--- config.mk ---
export PLATFORM = sky130hd
export DESIGN_NAME = flash_bus_mode_control
export DESIGN_NICKNAME = d
export VERILOG_FILES = /design/src/pkg/flash_host_pkg.sv /design/src/design/flash_bus_mode_control.sv /design/src/design/sector_decode.sv
export SDC_FILE = /design/constraint.sdc
export NUM_CORES = 1
export LEC_CHECK = 0
export BUFFER_PORTS_ARGS = -buffer_cell sky130_fd_sc_hd__buf_4
export CORE_UTILIZATION = 30
export CTS_CLUSTER_DIAMETER = 30
export DETAILED_ROUTE_END_ITERATION = 10
export MAX_ROUTING_LAYER = met4
export SETUP_SLACK_MARGIN = 0.1
export SLEW_MARGIN = 5
export SYNTH_ARGS = -nofsm -noshare
export SYNTH_HDL_FRONTEND = slang
export SYNTH_SLANG_ARGS = --single-unit
--- constraint.sdc ---
create_clock -name i_clk_sys -period 1.7 [get_ports i_clk_sys]
set_input_delay 0.255 -clock i_clk_sys [delete_from_list [all_inputs] [get_ports i_clk_sys]]
set_output_delay 0.255 -clock i_clk_sys [all_outputs]
set_load 0.1 [all_outputs]
--- src/pkg/flash_host_pkg.sv ---
package flash_host_pkg;
	localparam int CLK_MHZ = 50;
	localparam int T_ACCESS_NS = 70;
	localparam int T_WE_PULSE_NS = 40;
	localparam int T_SETUP_NS = 20;
	localparam int T_RP_NS = 500;
	localparam int T_RH_NS = 50;
	localparam int T_READY_IDLE_NS = 500;
	localparam int CYC_ACCESS = (T_ACCESS_NS * CLK_MHZ + 999) / 1000;
	localparam int CYC_WE = (T_WE_PULSE_NS * CLK_MHZ + 999) / 1000;
	localparam int CYC_SETUP = (T_SETUP_NS * CLK_MHZ + 999) / 1000;
	localparam int CYC_RP = (T_RP_NS * CLK_MHZ + 999) / 1000;
	localparam int CYC_RH = (T_RH_NS * CLK_MHZ + 999) / 1000;
	localparam int CYC_READY_IDLE = (T_READY_IDLE_NS * CLK_MHZ + 999) / 1000;
	// pin register plus two data sync stages
	localparam int CYC_DQ_SYNC = 3;
	localparam logic [7:0] CNT_W = 8'h08;
	localparam logic [2:0] SEC_TOP_TOP = 3'h6;
	typedef enum logic [1:0] {
		OP_READ,
		OP_WRITE,
		OP_RESET
	} op_e;
	typedef struct packed {
		op_e op;
		logic word_mode;
		logic [17:0] addr;
		logic [15:0] wdata;
	} req_s;
	typedef struct packed {
		logic n_ce;
		logic n_oe;
		logic n_we;
		logic n_rst;
		logic n_byte;
		logic [16:0] addr;
	} pins_s;
endpackage

--- src/design/flash_bus_mode_control.sv ---
`timescale 1ns/1ps
`default_nettype none
module flash_bus_mode_control (
	input wire logic i_clk_sys,
	input wire logic i_nrst,
	input wire logic i_req_valid,
	input wire flash_host_pkg::req_s i_req,
	input wire logic i_bottom_boot,
	output logic o_req_ready,
	output logic o_rdata_valid,
	output logic [15:0] o_rdata,
	output logic [2:0] o_sector,
	output logic o_busy,
	output flash_host_pkg::pins_s o_pins,
	output logic [15:0] o_dq_out,
	output logic [15:0] o_dq_oe,
	input wire logic [15:0] i_dq_in,
	input wire logic i_ready_busy_out
);
	typedef enum logic [2:0] {
		S_IDLE,
		S_SETUP,
		S_STROBE,
		S_RD_WAIT,
		S_RST_LOW,
		S_RST_WAIT,
		S_RECOVER
	} state_e;
	state_e state_reg;
	logic [flash_host_pkg::CNT_W-1:0] cnt_reg;
	flash_host_pkg::req_s req_reg;
	logic [15:0] dq_s1_reg;
	logic [15:0] dq_s2_reg;
	logic rb_s1_reg;
	logic rb_s2_reg;
	logic [2:0] sector_w;

	function automatic logic [7:0] cyc(input int n);
		cyc = 8'(n - 1);
	endfunction

	sector_decode u_dec (
		.i_bottom_boot(i_bottom_boot),
		.i_a16_12(i_req.word_mode ? i_req.addr[16:12] : i_req.addr[17:13]),
		.o_sector(sector_w)
	);

	always_ff @(posedge i_clk_sys or negedge i_nrst) begin
		if (!i_nrst) begin
			dq_s1_reg <= 16'h0000;
			dq_s2_reg <= 16'h0000;
			rb_s1_reg <= 1'b1;
			rb_s2_reg <= 1'b1;
		end else begin
			dq_s1_reg <= i_dq_in;
			dq_s2_reg <= dq_s1_reg;
			rb_s1_reg <= i_ready_busy_out;
			rb_s2_reg <= rb_s1_reg;
		end
	end

	always_ff @(posedge i_clk_sys or negedge i_nrst) begin
		if (!i_nrst) begin
			state_reg <= S_IDLE;
			cnt_reg <= 8'h00;
			req_reg <= '0;
			o_sector <= 3'h0;
		end else begin
			case (state_reg)
				S_IDLE: begin
					if (i_req_valid) begin
						req_reg <= i_req;
						o_sector <= sector_w;
						cnt_reg <= 8'h00;
						case (i_req.op)
							flash_host_pkg::OP_WRITE: state_reg <= S_SETUP;
							flash_host_pkg::OP_RESET: begin
								state_reg <= S_RST_LOW;
								cnt_reg <= cyc(flash_host_pkg::CYC_RP);
							end
							default: begin
								// unknown op falls back to plain array read
								state_reg <= S_RD_WAIT;
								// access time counted up to the sync output
								cnt_reg <= cyc(flash_host_pkg::CYC_ACCESS + flash_host_pkg::CYC_DQ_SYNC);
							end
						endcase
					end
				end
				S_SETUP: begin
					state_reg <= S_STROBE;
					cnt_reg <= cyc(flash_host_pkg::CYC_WE);
				end
				S_STROBE: begin
					if (cnt_reg == 8'h00) begin
						state_reg <= S_RECOVER;
						cnt_reg <= cyc(flash_host_pkg::CYC_SETUP);
					end else begin
						cnt_reg <= cnt_reg - 8'h01;
					end
				end
				S_RD_WAIT: begin
					if (cnt_reg == 8'h00) begin
						state_reg <= S_IDLE;
					end else begin
						cnt_reg <= cnt_reg - 8'h01;
					end
				end
				S_RST_LOW: begin
					if (cnt_reg == 8'h00) begin
						state_reg <= S_RST_WAIT;
						cnt_reg <= cyc(flash_host_pkg::CYC_READY_IDLE);
					end else begin
						cnt_reg <= cnt_reg - 8'h01;
					end
				end
				S_RST_WAIT: begin
					// wait for ready/busy high and idle ready time
					if (cnt_reg != 8'h00) begin
						cnt_reg <= cnt_reg - 8'h01;
					end else if (rb_s2_reg) begin
						state_reg <= S_RECOVER;
						cnt_reg <= cyc(flash_host_pkg::CYC_RH);
					end
				end
				S_RECOVER: begin
					if (cnt_reg == 8'h00) begin
						state_reg <= S_IDLE;
					end else begin
						cnt_reg <= cnt_reg - 8'h01;
					end
				end
				default: state_reg <= S_IDLE;
			endcase
		end
	end

	// pin drive from state
	always_ff @(posedge i_clk_sys or negedge i_nrst) begin
		if (!i_nrst) begin
			o_pins <= '{n_ce: 1'b1, n_oe: 1'b1, n_we: 1'b1, n_rst: 1'b1, n_byte: 1'b1,
				addr: 17'h00000};
			o_dq_out <= 16'h0000;
			o_dq_oe <= 16'h0000;
		end else begin
			o_pins.n_byte <= req_reg.word_mode;
			o_pins.addr <= req_reg.word_mode ? req_reg.addr[16:0] : req_reg.addr[17:1];
			o_pins.n_rst <= !(state_reg == S_RST_LOW);
			// chip select only during access, standby otherwise
			o_pins.n_ce <= !(state_reg == S_SETUP || state_reg == S_STROBE ||
				state_reg == S_RD_WAIT);
			o_pins.n_oe <= !(state_reg == S_RD_WAIT);
			o_pins.n_we <= !(state_reg == S_STROBE);
			// data held one cycle past the strobe for hold time
			if (state_reg == S_SETUP || state_reg == S_STROBE ||
				(state_reg == S_RECOVER && req_reg.op == flash_host_pkg::OP_WRITE)) begin
				o_dq_out <= req_reg.wdata;
				if (req_reg.word_mode) begin
					o_dq_oe <= 16'hffff;
				end else begin
					// low byte plus top pin as lsb address
					o_dq_out[15] <= req_reg.addr[0];
					o_dq_oe <= 16'h80ff;
				end
			end else if (state_reg == S_RD_WAIT && !req_reg.word_mode) begin
				o_dq_out <= {req_reg.addr[0], 15'h0000};
				o_dq_oe <= 16'h8000;
			end else begin
				o_dq_out <= 16'h0000;
				o_dq_oe <= 16'h0000;
			end
		end
	end

	// answers: byte mode returns the low byte with the upper byte zeroed
	always_ff @(posedge i_clk_sys or negedge i_nrst) begin
		if (!i_nrst) begin
			o_rdata_valid <= 1'b0;
			o_rdata <= 16'h0000;
			o_req_ready <= 1'b0;
			o_busy <= 1'b0;
		end else begin
			o_rdata_valid <= (state_reg == S_RD_WAIT) && (cnt_reg == 8'h00);
			if ((state_reg == S_RD_WAIT) && (cnt_reg == 8'h00)) begin
				o_rdata <= req_reg.word_mode ? dq_s2_reg : {8'h00, dq_s2_reg[7:0]};
			end
			o_req_ready <= (state_reg == S_IDLE) && !i_req_valid;
			o_busy <= !rb_s2_reg;
		end
	end
endmodule
`default_nettype wire

--- src/design/sector_decode.sv ---
`timescale 1ns/1ps
`default_nettype none
module sector_decode (
	input wire logic i_bottom_boot,
	input wire logic [4:0] i_a16_12,
	output logic [2:0] o_sector
);
	// sector index from high address bits
	always_comb begin
		o_sector = 3'h0;
		if (!i_bottom_boot) begin
			casez (i_a16_12)
				5'b00???: o_sector = 3'h0;
				5'b01???: o_sector = 3'h1;
				5'b10???: o_sector = 3'h2;
				5'b110??: o_sector = 3'h3;
				5'b11100: o_sector = 3'h4;
				5'b11101: o_sector = 3'h5;
				default: o_sector = flash_host_pkg::SEC_TOP_TOP;
			endcase
		end else begin
			casez (i_a16_12)
				5'b0000?: o_sector = 3'h0;
				5'b00010: o_sector = 3'h1;
				5'b00011: o_sector = 3'h2;
				5'b001??: o_sector = 3'h3;
				5'b01???: o_sector = 3'h4;
				5'b10???: o_sector = 3'h5;
				default: o_sector = flash_host_pkg::SEC_TOP_TOP;
			endcase
		end
	end
endmodule
`default_nettype wire

==> results.py, run 1 <==
metrics = {
    "outcome": {
        "outcome": "complete, but fails checks",
        "violations": "setup timing",
    },
    "clocking": {
        "h-tree-depth": 4,
        "clkSinkCount": 145,
        "ctsRootBufferMaster": "clkbuf_16",
        "cts_tree": "built",
        "cts.clk_slew.worst_paths_ns": 0.06,
        "cts-buffers-inserted": 17,
        "clock_latency_ns": 0.42,
        "cts_buffer_depth": 2,
    },
    "placement": {
        "hpwlAfterDp_um": 9650,
        "gp_congestion": 0.923,
        "dpl-instance-area_um2": 7510,
        "placed_cells": 854,
        "portBuffers": 133,
    },
    "setup_path": {
        "r2r_end": "o_sector[0]",
        "worstPathMaxFanout": 7,
        "r2r_start": "state_reg[0]",
        "cp.arrival_ns": 2.02,
        "crit_top_cell": "buf_6",
        "crit_end": "o_sector[0]",
        "worstSetupEndpointType": "register",
        "worst_setup_path_start_kind": "register",
        "slowest_delay_ns": 0.46,
        "crit_chain": "buf_12 > nor4b_4 > buf_6 > buf_6 > nand4b_1 > a21oi_2 > a211oi_2",
        "crit_start": "state_reg[0]",
        "cpMaxStageDelayCell": "dfrtp_2",
        "worst-path-stages": 7,
        "crit_type": "reg2reg",
        "crit_buf_inv": 3,
        "r2r_cells": 7,
        "required_ns": 2.00,
        "r2r_slack_ns": -0.02,
        "crit_family": "buffers and inverters",
    },
    "timing": {
        "rsz0062_at_grt": "true",
        "finClkSkew_ns": 0.00790,
        "report.final.hold_viol_count": 0,
        "worst_pin_slew_ns": 0.787,
        "slew_violations": 0,
        "fmax_ghz": 0.580,
        "worst_hold_slack_ns": 0.0631,
        "finalWorstPathRequiredPeriod_ns": 1.72,
        "post-route-period-util_pct": 101,
        "final.setup.worst_slack_ns": -0.0233,
        "setup_violations": 10,
        "maxSlewHeadroom_pct": 47.1,
    },
    "yosys": {
        "syn_inst": 443,
        "synth-seq-cells": 145,
        "yosys_warnings": 0,
        "yosysSeqAreaShare_pct": 62.0,
        "yosysUniqueCellTypes": 68,
        "synth_edf_count": 0,
        "syn_nets": 507,
        "synthArstFlopShare_pct": 100,
        "syn-mean-instance-area_um2": 13.2,
        "syn_area_um2": 5860,
        "ys.flop_type": "dfrtp_1",
    },
    "pwr": {
        "power_w": 0.00842,
        "p_clk_share_pct": 46.9,
        "total_leakage_power_nw": 4.40,
        "seq_power_share_pct": 43.2,
        "cellPowerDensity_nw_per_um2": 919,
        "switching_power_w": 0.00216,
        "p_comb_share_pct": 9.9,
        "intPower_w": 0.00625,
        "ir_worst_vdd_v": 0.000644,
        "switching_share_pct": 25.7,
    },
    "global_routing": {
        "grt_use_met2_pct": 25.2,
        "grt_pass1_vias": 4405,
        "met1_usage_pct": 19.6,
        "antenna_found_initial": 0,
        "grt_use_total_pct": 15.8,
        "globalRouteMet3Util_pct": 4.35,
        "grt_max_degree": 41,
        "grt_first_pass_wirelength_um": 23400,
        "gr-total-overflow": 0,
        "busiest_layer": "met2",
    },
    "final_layout": {
        "final_cells": 929,
        "drive_above_1_share_pct": 56.8,
        "postLayoutCellArea_um2": 9160,
        "antenna_cells": 0,
        "fillers": 1686,
        "largest_reg_flops": 37,
        "nNetsFinal": 720,
        "area_growth_pct": 56.2,
    },
    "die": {
        "dieArea_um2": 20100,
        "fp.coreArea_um2": 19000,
        "die_h_um": 142,
        "fp-row-count": 50,
        "io_pins": 134,
        "start_util_pct": 30.9,
        "die_w_um": 142,
    },
    "drt": {
        "ant_nets": 0,
        "firstDrtPassIters": 4,
        "vias_per_cell": 4.51,
        "drc": 0,
        "wire_per_inst_um": 16.2,
        "wl_um": 15000,
        "vias": 4193,
        "drt_first_iter_violations": 164,
    },
    "worst_hold_path": {
        "hold_path.class": "in2reg",
    },
    "flow_run": {
        "cap_violations": 0,
    },
}
[synth_stat cells (all sizes together), types with 2 or more instances]
cell | n | area share, %
dfrtp | 138 | 59
mux2 | 61 | 12
buf | 26 | 2.9
inv | 25 | 1.6
nand2 | 23 | 1.6
and2 | 18 | 2.0
nor2 | 14 | 0.90
mux2i | 13 | 2.2
a21oi | 12 | 1.0
o21ai | 10 | 0.85
clkbuf | 7 | 0.45
dfstp | 7 | 3.1
nand3 | 7 | 0.60
ha | 6 | 1.3
a211oi | 4 | 0.51
nand2b | 4 | 0.43
nor2b | 4 | 0.43
and3 | 3 | 0.32
nand4 | 3 | 0.32
nor3 | 3 | 0.34
nor3b | 3 | 0.47
or3b | 3 | 0.45
or4 | 3 | 0.38
a2111oi | 2 | 0.30
a31oi | 2 | 0.21
a32oi | 2 | 0.30
a41oi | 2 | 0.30
nand4b | 2 | 0.30
nor4 | 2 | 0.47
nor4b | 2 | 0.55
o211ai | 2 | 0.26
o21bai | 2 | 0.26
o221a | 2 | 0.38
o221ai | 2 | 0.30
o2bb2ai | 2 | 0.30
o32ai | 2 | 0.30
or2 | 2 | 0.21
[cell families after synthesis]
logic type | synth area share, %
flops | 62.0
simple gates | 10.5
mux | 14.0
compound gates | 7.13
buf+inv | 4.91
fa+ha+maj | 1.28
xor+xnor | 0.149
[placed cells by master (no fill, tap or decap), types with 7 or more instances in the layout]
cell / n
a21oi_1: 8
and2_4: 17
buf_12: 9
buf_4: 174
buf_6: 19
clkbuf_16: 20
dfrtp_1: 133
dfstp_2: 7
dlygate4sd3_1: 18
inv_1: 22
mux2_2: 21
mux2_4: 40
mux2i_1: 11
nand2_1: 20
nor2_1: 12
[power by group through the flow]
stage / registers (W) / clock network, W / logic [W]
global route: 0.00365 / 0.00423 / 0.000881
detailed placement: 0.00370 / 0 / 0.000764
floorplan: 0.00398 / 0 / 0.000164
finish: 0.00364 / 0.00395 / 0.000831
CTS: 0.00364 / 0.00405 / 0.000833
global placement: 0.00369 / 0 / 0.000756
[cell type report]
cell class	instances	area [um^2]	share of cell area, %
Sequential cell	145	3640	39.8
Multi-Input combinational cell	241	2470	27.0
Timing Repair Buffer	226	2000	21.9
Clock buffer	18	429	4.69
Tap cell	260	325	3.55
Clock inverter	14	195	2.13
Inverter	25	93.8	1.03
[stage by stage]
step / setup WS, ns / TNS, ns / util (%)
2_1_floorplan: -0.0616 / -0.0719 / -
3_3_place_gp: -0.0438 / -0.237 / 39.6
3_5_place_dp: -0.0991 / -0.705 / 39.6
4_1_cts: -0.00136 / -0.00136 / 45.9
5_1_grt: -0.119 / -2.69 / 48.3
6_report: -0.0233 / -0.136 / 48.3
[how the worst min path moves through the flow]
stage | from | endpoint | cells past startpoint
CTS | i_req[16] | req_reg[16] | 2
detailed placement | i_nrst | cnt_reg[5] | 1
global route | i_req[7] | req_reg[7] | 2
floorplan | i_nrst | cnt_reg[0] | 0
global placement | i_nrst | cnt_reg[4] | 1
finish | i_req[20] | req_reg[20] | 2
[layer usage]
| metal | vias to the layer above | routed length, um |
|---|---|---|
| met2 | 113 | 7580 |
| met1 | 2104 | 6640 |
| met5 | - | 0 |
| li1 | 1968 | - |
| met3 | 8 | 708 |
| met4 | 0 | 119 |
[timing repair]
item,in CTS,in global routing
buffers inserted,8,12
pin swaps,7,38
setup endpoints to repair,69,85
gates resized for setup,75,68
hold buffers,18,0
endpoints found under the hold margin,50,0
cloned,3,3
No activity file was read; power rests on OpenSTA's default activity.
==> run 2: changes to the inputs <==
--- a/config.mk
+++ b/config.mk
@@ -7,6 +7,7 @@
 export LEC_CHECK = 0
 export BUFFER_PORTS_ARGS = -buffer_cell sky130_fd_sc_hd__buf_4
 export CORE_UTILIZATION = 30
+export CTS_BUF_LIST = sky130_fd_sc_hd__clkbuf_16
 export CTS_CLUSTER_DIAMETER = 30
 export DETAILED_ROUTE_END_ITERATION = 10
 export MAX_ROUTING_LAYER = met4
==> run 2 against run 1 <==
Compared with the run above:
- the flow still finishes with violations (setup timing)
- die area unchanged
- first-iteration DRC count fell by 1.8%
- register-to-register slack hardly changed
- highest routed layer unchanged
==> results.py, run 2 (synthesis results as in run 1) <==
metrics = {
    "setup_path": {
        "r2r_end": "o_sector[0]",
        "cpMaxStageDelayCell": "dfrtp_2",
        "worstSetupEndpointType": "register",
        "r2r_slack_ns": -0.02,
        "crit_family": "buffers and inverters",
        "worstPathMaxFanout": 7,
        "crit_start": "state_reg[0]",
        "crit_buf_inv": 3,
        "r2r_cells": 7,
        "cp.arrival_ns": 2.02,
        "crit_chain": "buf_12 > nor4b_4 > buf_6 > buf_6 > nand4b_1 > a21oi_2 > a211oi_2",
        "crit_type": "reg2reg",
        "r2r_start": "state_reg[0]",
        "required_ns": 2.00,
        "slowest_delay_ns": 0.46,
        "worst_setup_path_start_kind": "register",
        "crit_top_cell": "buf_6",
    },
    "die": {
        "die_h_um": 142,
        "die_w_um": 142,
        "fp-row-count": 50,
        "start_util_pct": 30.9,
        "fp.coreArea_um2": 19000,
        "dieArea_um2": 20100,
        "io_pins": 134,
    },
    "timing": {
        "finalWorstPathRequiredPeriod_ns": 1.72,
        "finClkSkew_ns": 0.00791,
        "worst_hold_slack_ns": 0.0634,
        "worst_pin_slew_ns": 0.787,
        "fmax_ghz": 0.580,
        "setup_violations": 10,
        "slew_violations": 0,
        "post-route-period-util_pct": 101,
        "final.setup.worst_slack_ns": -0.0233,
        "report.final.hold_viol_count": 0,
        "rsz0062_at_grt": "true",
        "maxSlewHeadroom_pct": 47.1,
        "fin_setup_tns_ns": -0.137,
    },
    "clocking": {
        "cts-buffers-inserted": 17,
        "clkSinkCount": 145,
        "cts.clk_slew.worst_paths_ns": 0.06,
        "cts_buffer_depth": 2,
        "h-tree-depth": 4,
        "clock_latency_ns": 0.42,
        "cts_tree": "built",
        "ctsRootBufferMaster": "clkbuf_16",
    },
    "global_routing": {
        "antenna_found_initial": 0,
        "gr-total-overflow": 0,
        "grt_use_total_pct": 15.8,
        "grt_max_degree": 41,
        "grt_pass1_vias": 4405,
        "grt_first_pass_wirelength_um": 23400,
    },
    "drt": {
        "vias_per_cell": 4.51,
        "wire_per_inst_um": 16.2,
        "drt_first_iter_violations": 161,
        "firstDrtPassIters": 4,
        "wl_um": 15000,
        "ant_nets": 0,
        "vias": 4191,
        "drc": 0,
    },
    "final_layout": {
        "final_common_cell": "buf_4",
        "utilization_pct": 48.3,
        "postLayoutCellArea_um2": 9160,
        "fillers": 1686,
        "area_growth_pct": 56.2,
        "antenna_cells": 0,
        "final_cell_mix": "buf_4, dfrtp_1, mux2_4",
        "largest_reg_flops": 37,
        "drive_above_1_share_pct": 56.8,
        "nNetsFinal": 720,
    },
    "worst_hold_path": {
        "hold_path.class": "in2reg",
        "min_to": "req_reg[20]",
        "min_from": "i_req[20]",
        "worstHoldPathCells": 2,
    },
    "pwr": {
        "ir_worst_vdd_v": 0.000643,
        "cellPowerDensity_nw_per_um2": 918,
        "total_leakage_power_nw": 4.41,
    },
    "outcome": {
        "violations": "setup timing",
        "outcome": "complete, but fails checks",
    },
    "placement": {
        "dpl-instance-area_um2": 7510,
        "portBuffers": 133,
        "place_ws_ns": -0.0991,
        "hpwlAfterDp_um": 9650,
        "gp_congestion": 0.923,
    },
    "flow_run": {
        "cap_violations": 0,
    },
}
[run 2: cell count changes in the layout (fill, tap and decap cells not counted)]
cell	delta
inv_1	+1
clkbuf_1	-1
[run 2: metal layers]
metal | track usage [%] | share of wire (%)
met1 | 19.6 | 44
met2 | 25.2 | 50
met3 | 4.35 | 4.7
met4 | 4.81 | 0.81
met5 | - | 0
[run 2: power breakdown]
part           switching, W  total [W]  internal, W
registers         0.0000602    0.00364      0.00358
clock network       0.00158    0.00394      0.00236
logic              0.000524   0.000831     0.000306
total               0.00216    0.00841      0.00625
[run 2: worst max path at each step]
stage / endpoint / slack, ns / depth (start not counted)
3_5_place_dp: cnt_reg[4] / -0.1 / 4
6_report: o_sector[0] / -0.02 / 7
5_1_grt: o_sector[1] / -0.12 / 7
4_1_cts: cnt_reg[4] / -0.001 / 4
3_3_place_gp: o_sector[2] / -0.04 / 7
2_1_floorplan: o_rdata[7] / -0.06 / 5
[run 2: worst reg2reg max path: cells and delay by family (launching register included)]
family / cells / cell delay (ns)
flip-flops: 1 / 0.46
AO/OA/AOI/OAI: 2 / 0.23
AND/OR/NAND/NOR: 2 / 0.41
buffers and inverters: 3 / 0.50
[run 2: metrics by stage]
step / cells / power (W)
floorplan: 443 / 0.00414
global placement: 854 / 0.00445
detailed placement: 854 / 0.00446
CTS: 914 / 0.00851
global route: 929 / 0.00876
finish: 929 / 0.00841
[run 2: cell type report]
class,count,area (um^2),area share [%]
timing repair buffer,226,2000,21.9
clock inverter,15,199,2.17
multi-input combinational,241,2470,27.0
tap,260,325,3.55
inverter,25,93.8,1.03
sequential,145,3640,39.8
clock buffer,17,425,4.65
[run 2: what timing repair did]
item,4_1_cts,5_1_grt
setup endpoints to repair,69,85
gates resized for setup,75,68
hold buffers,18,0
endpoints found under the hold margin,50,0
setup buffers,8,12
gates cloned,3,3
pin swaps,7,38
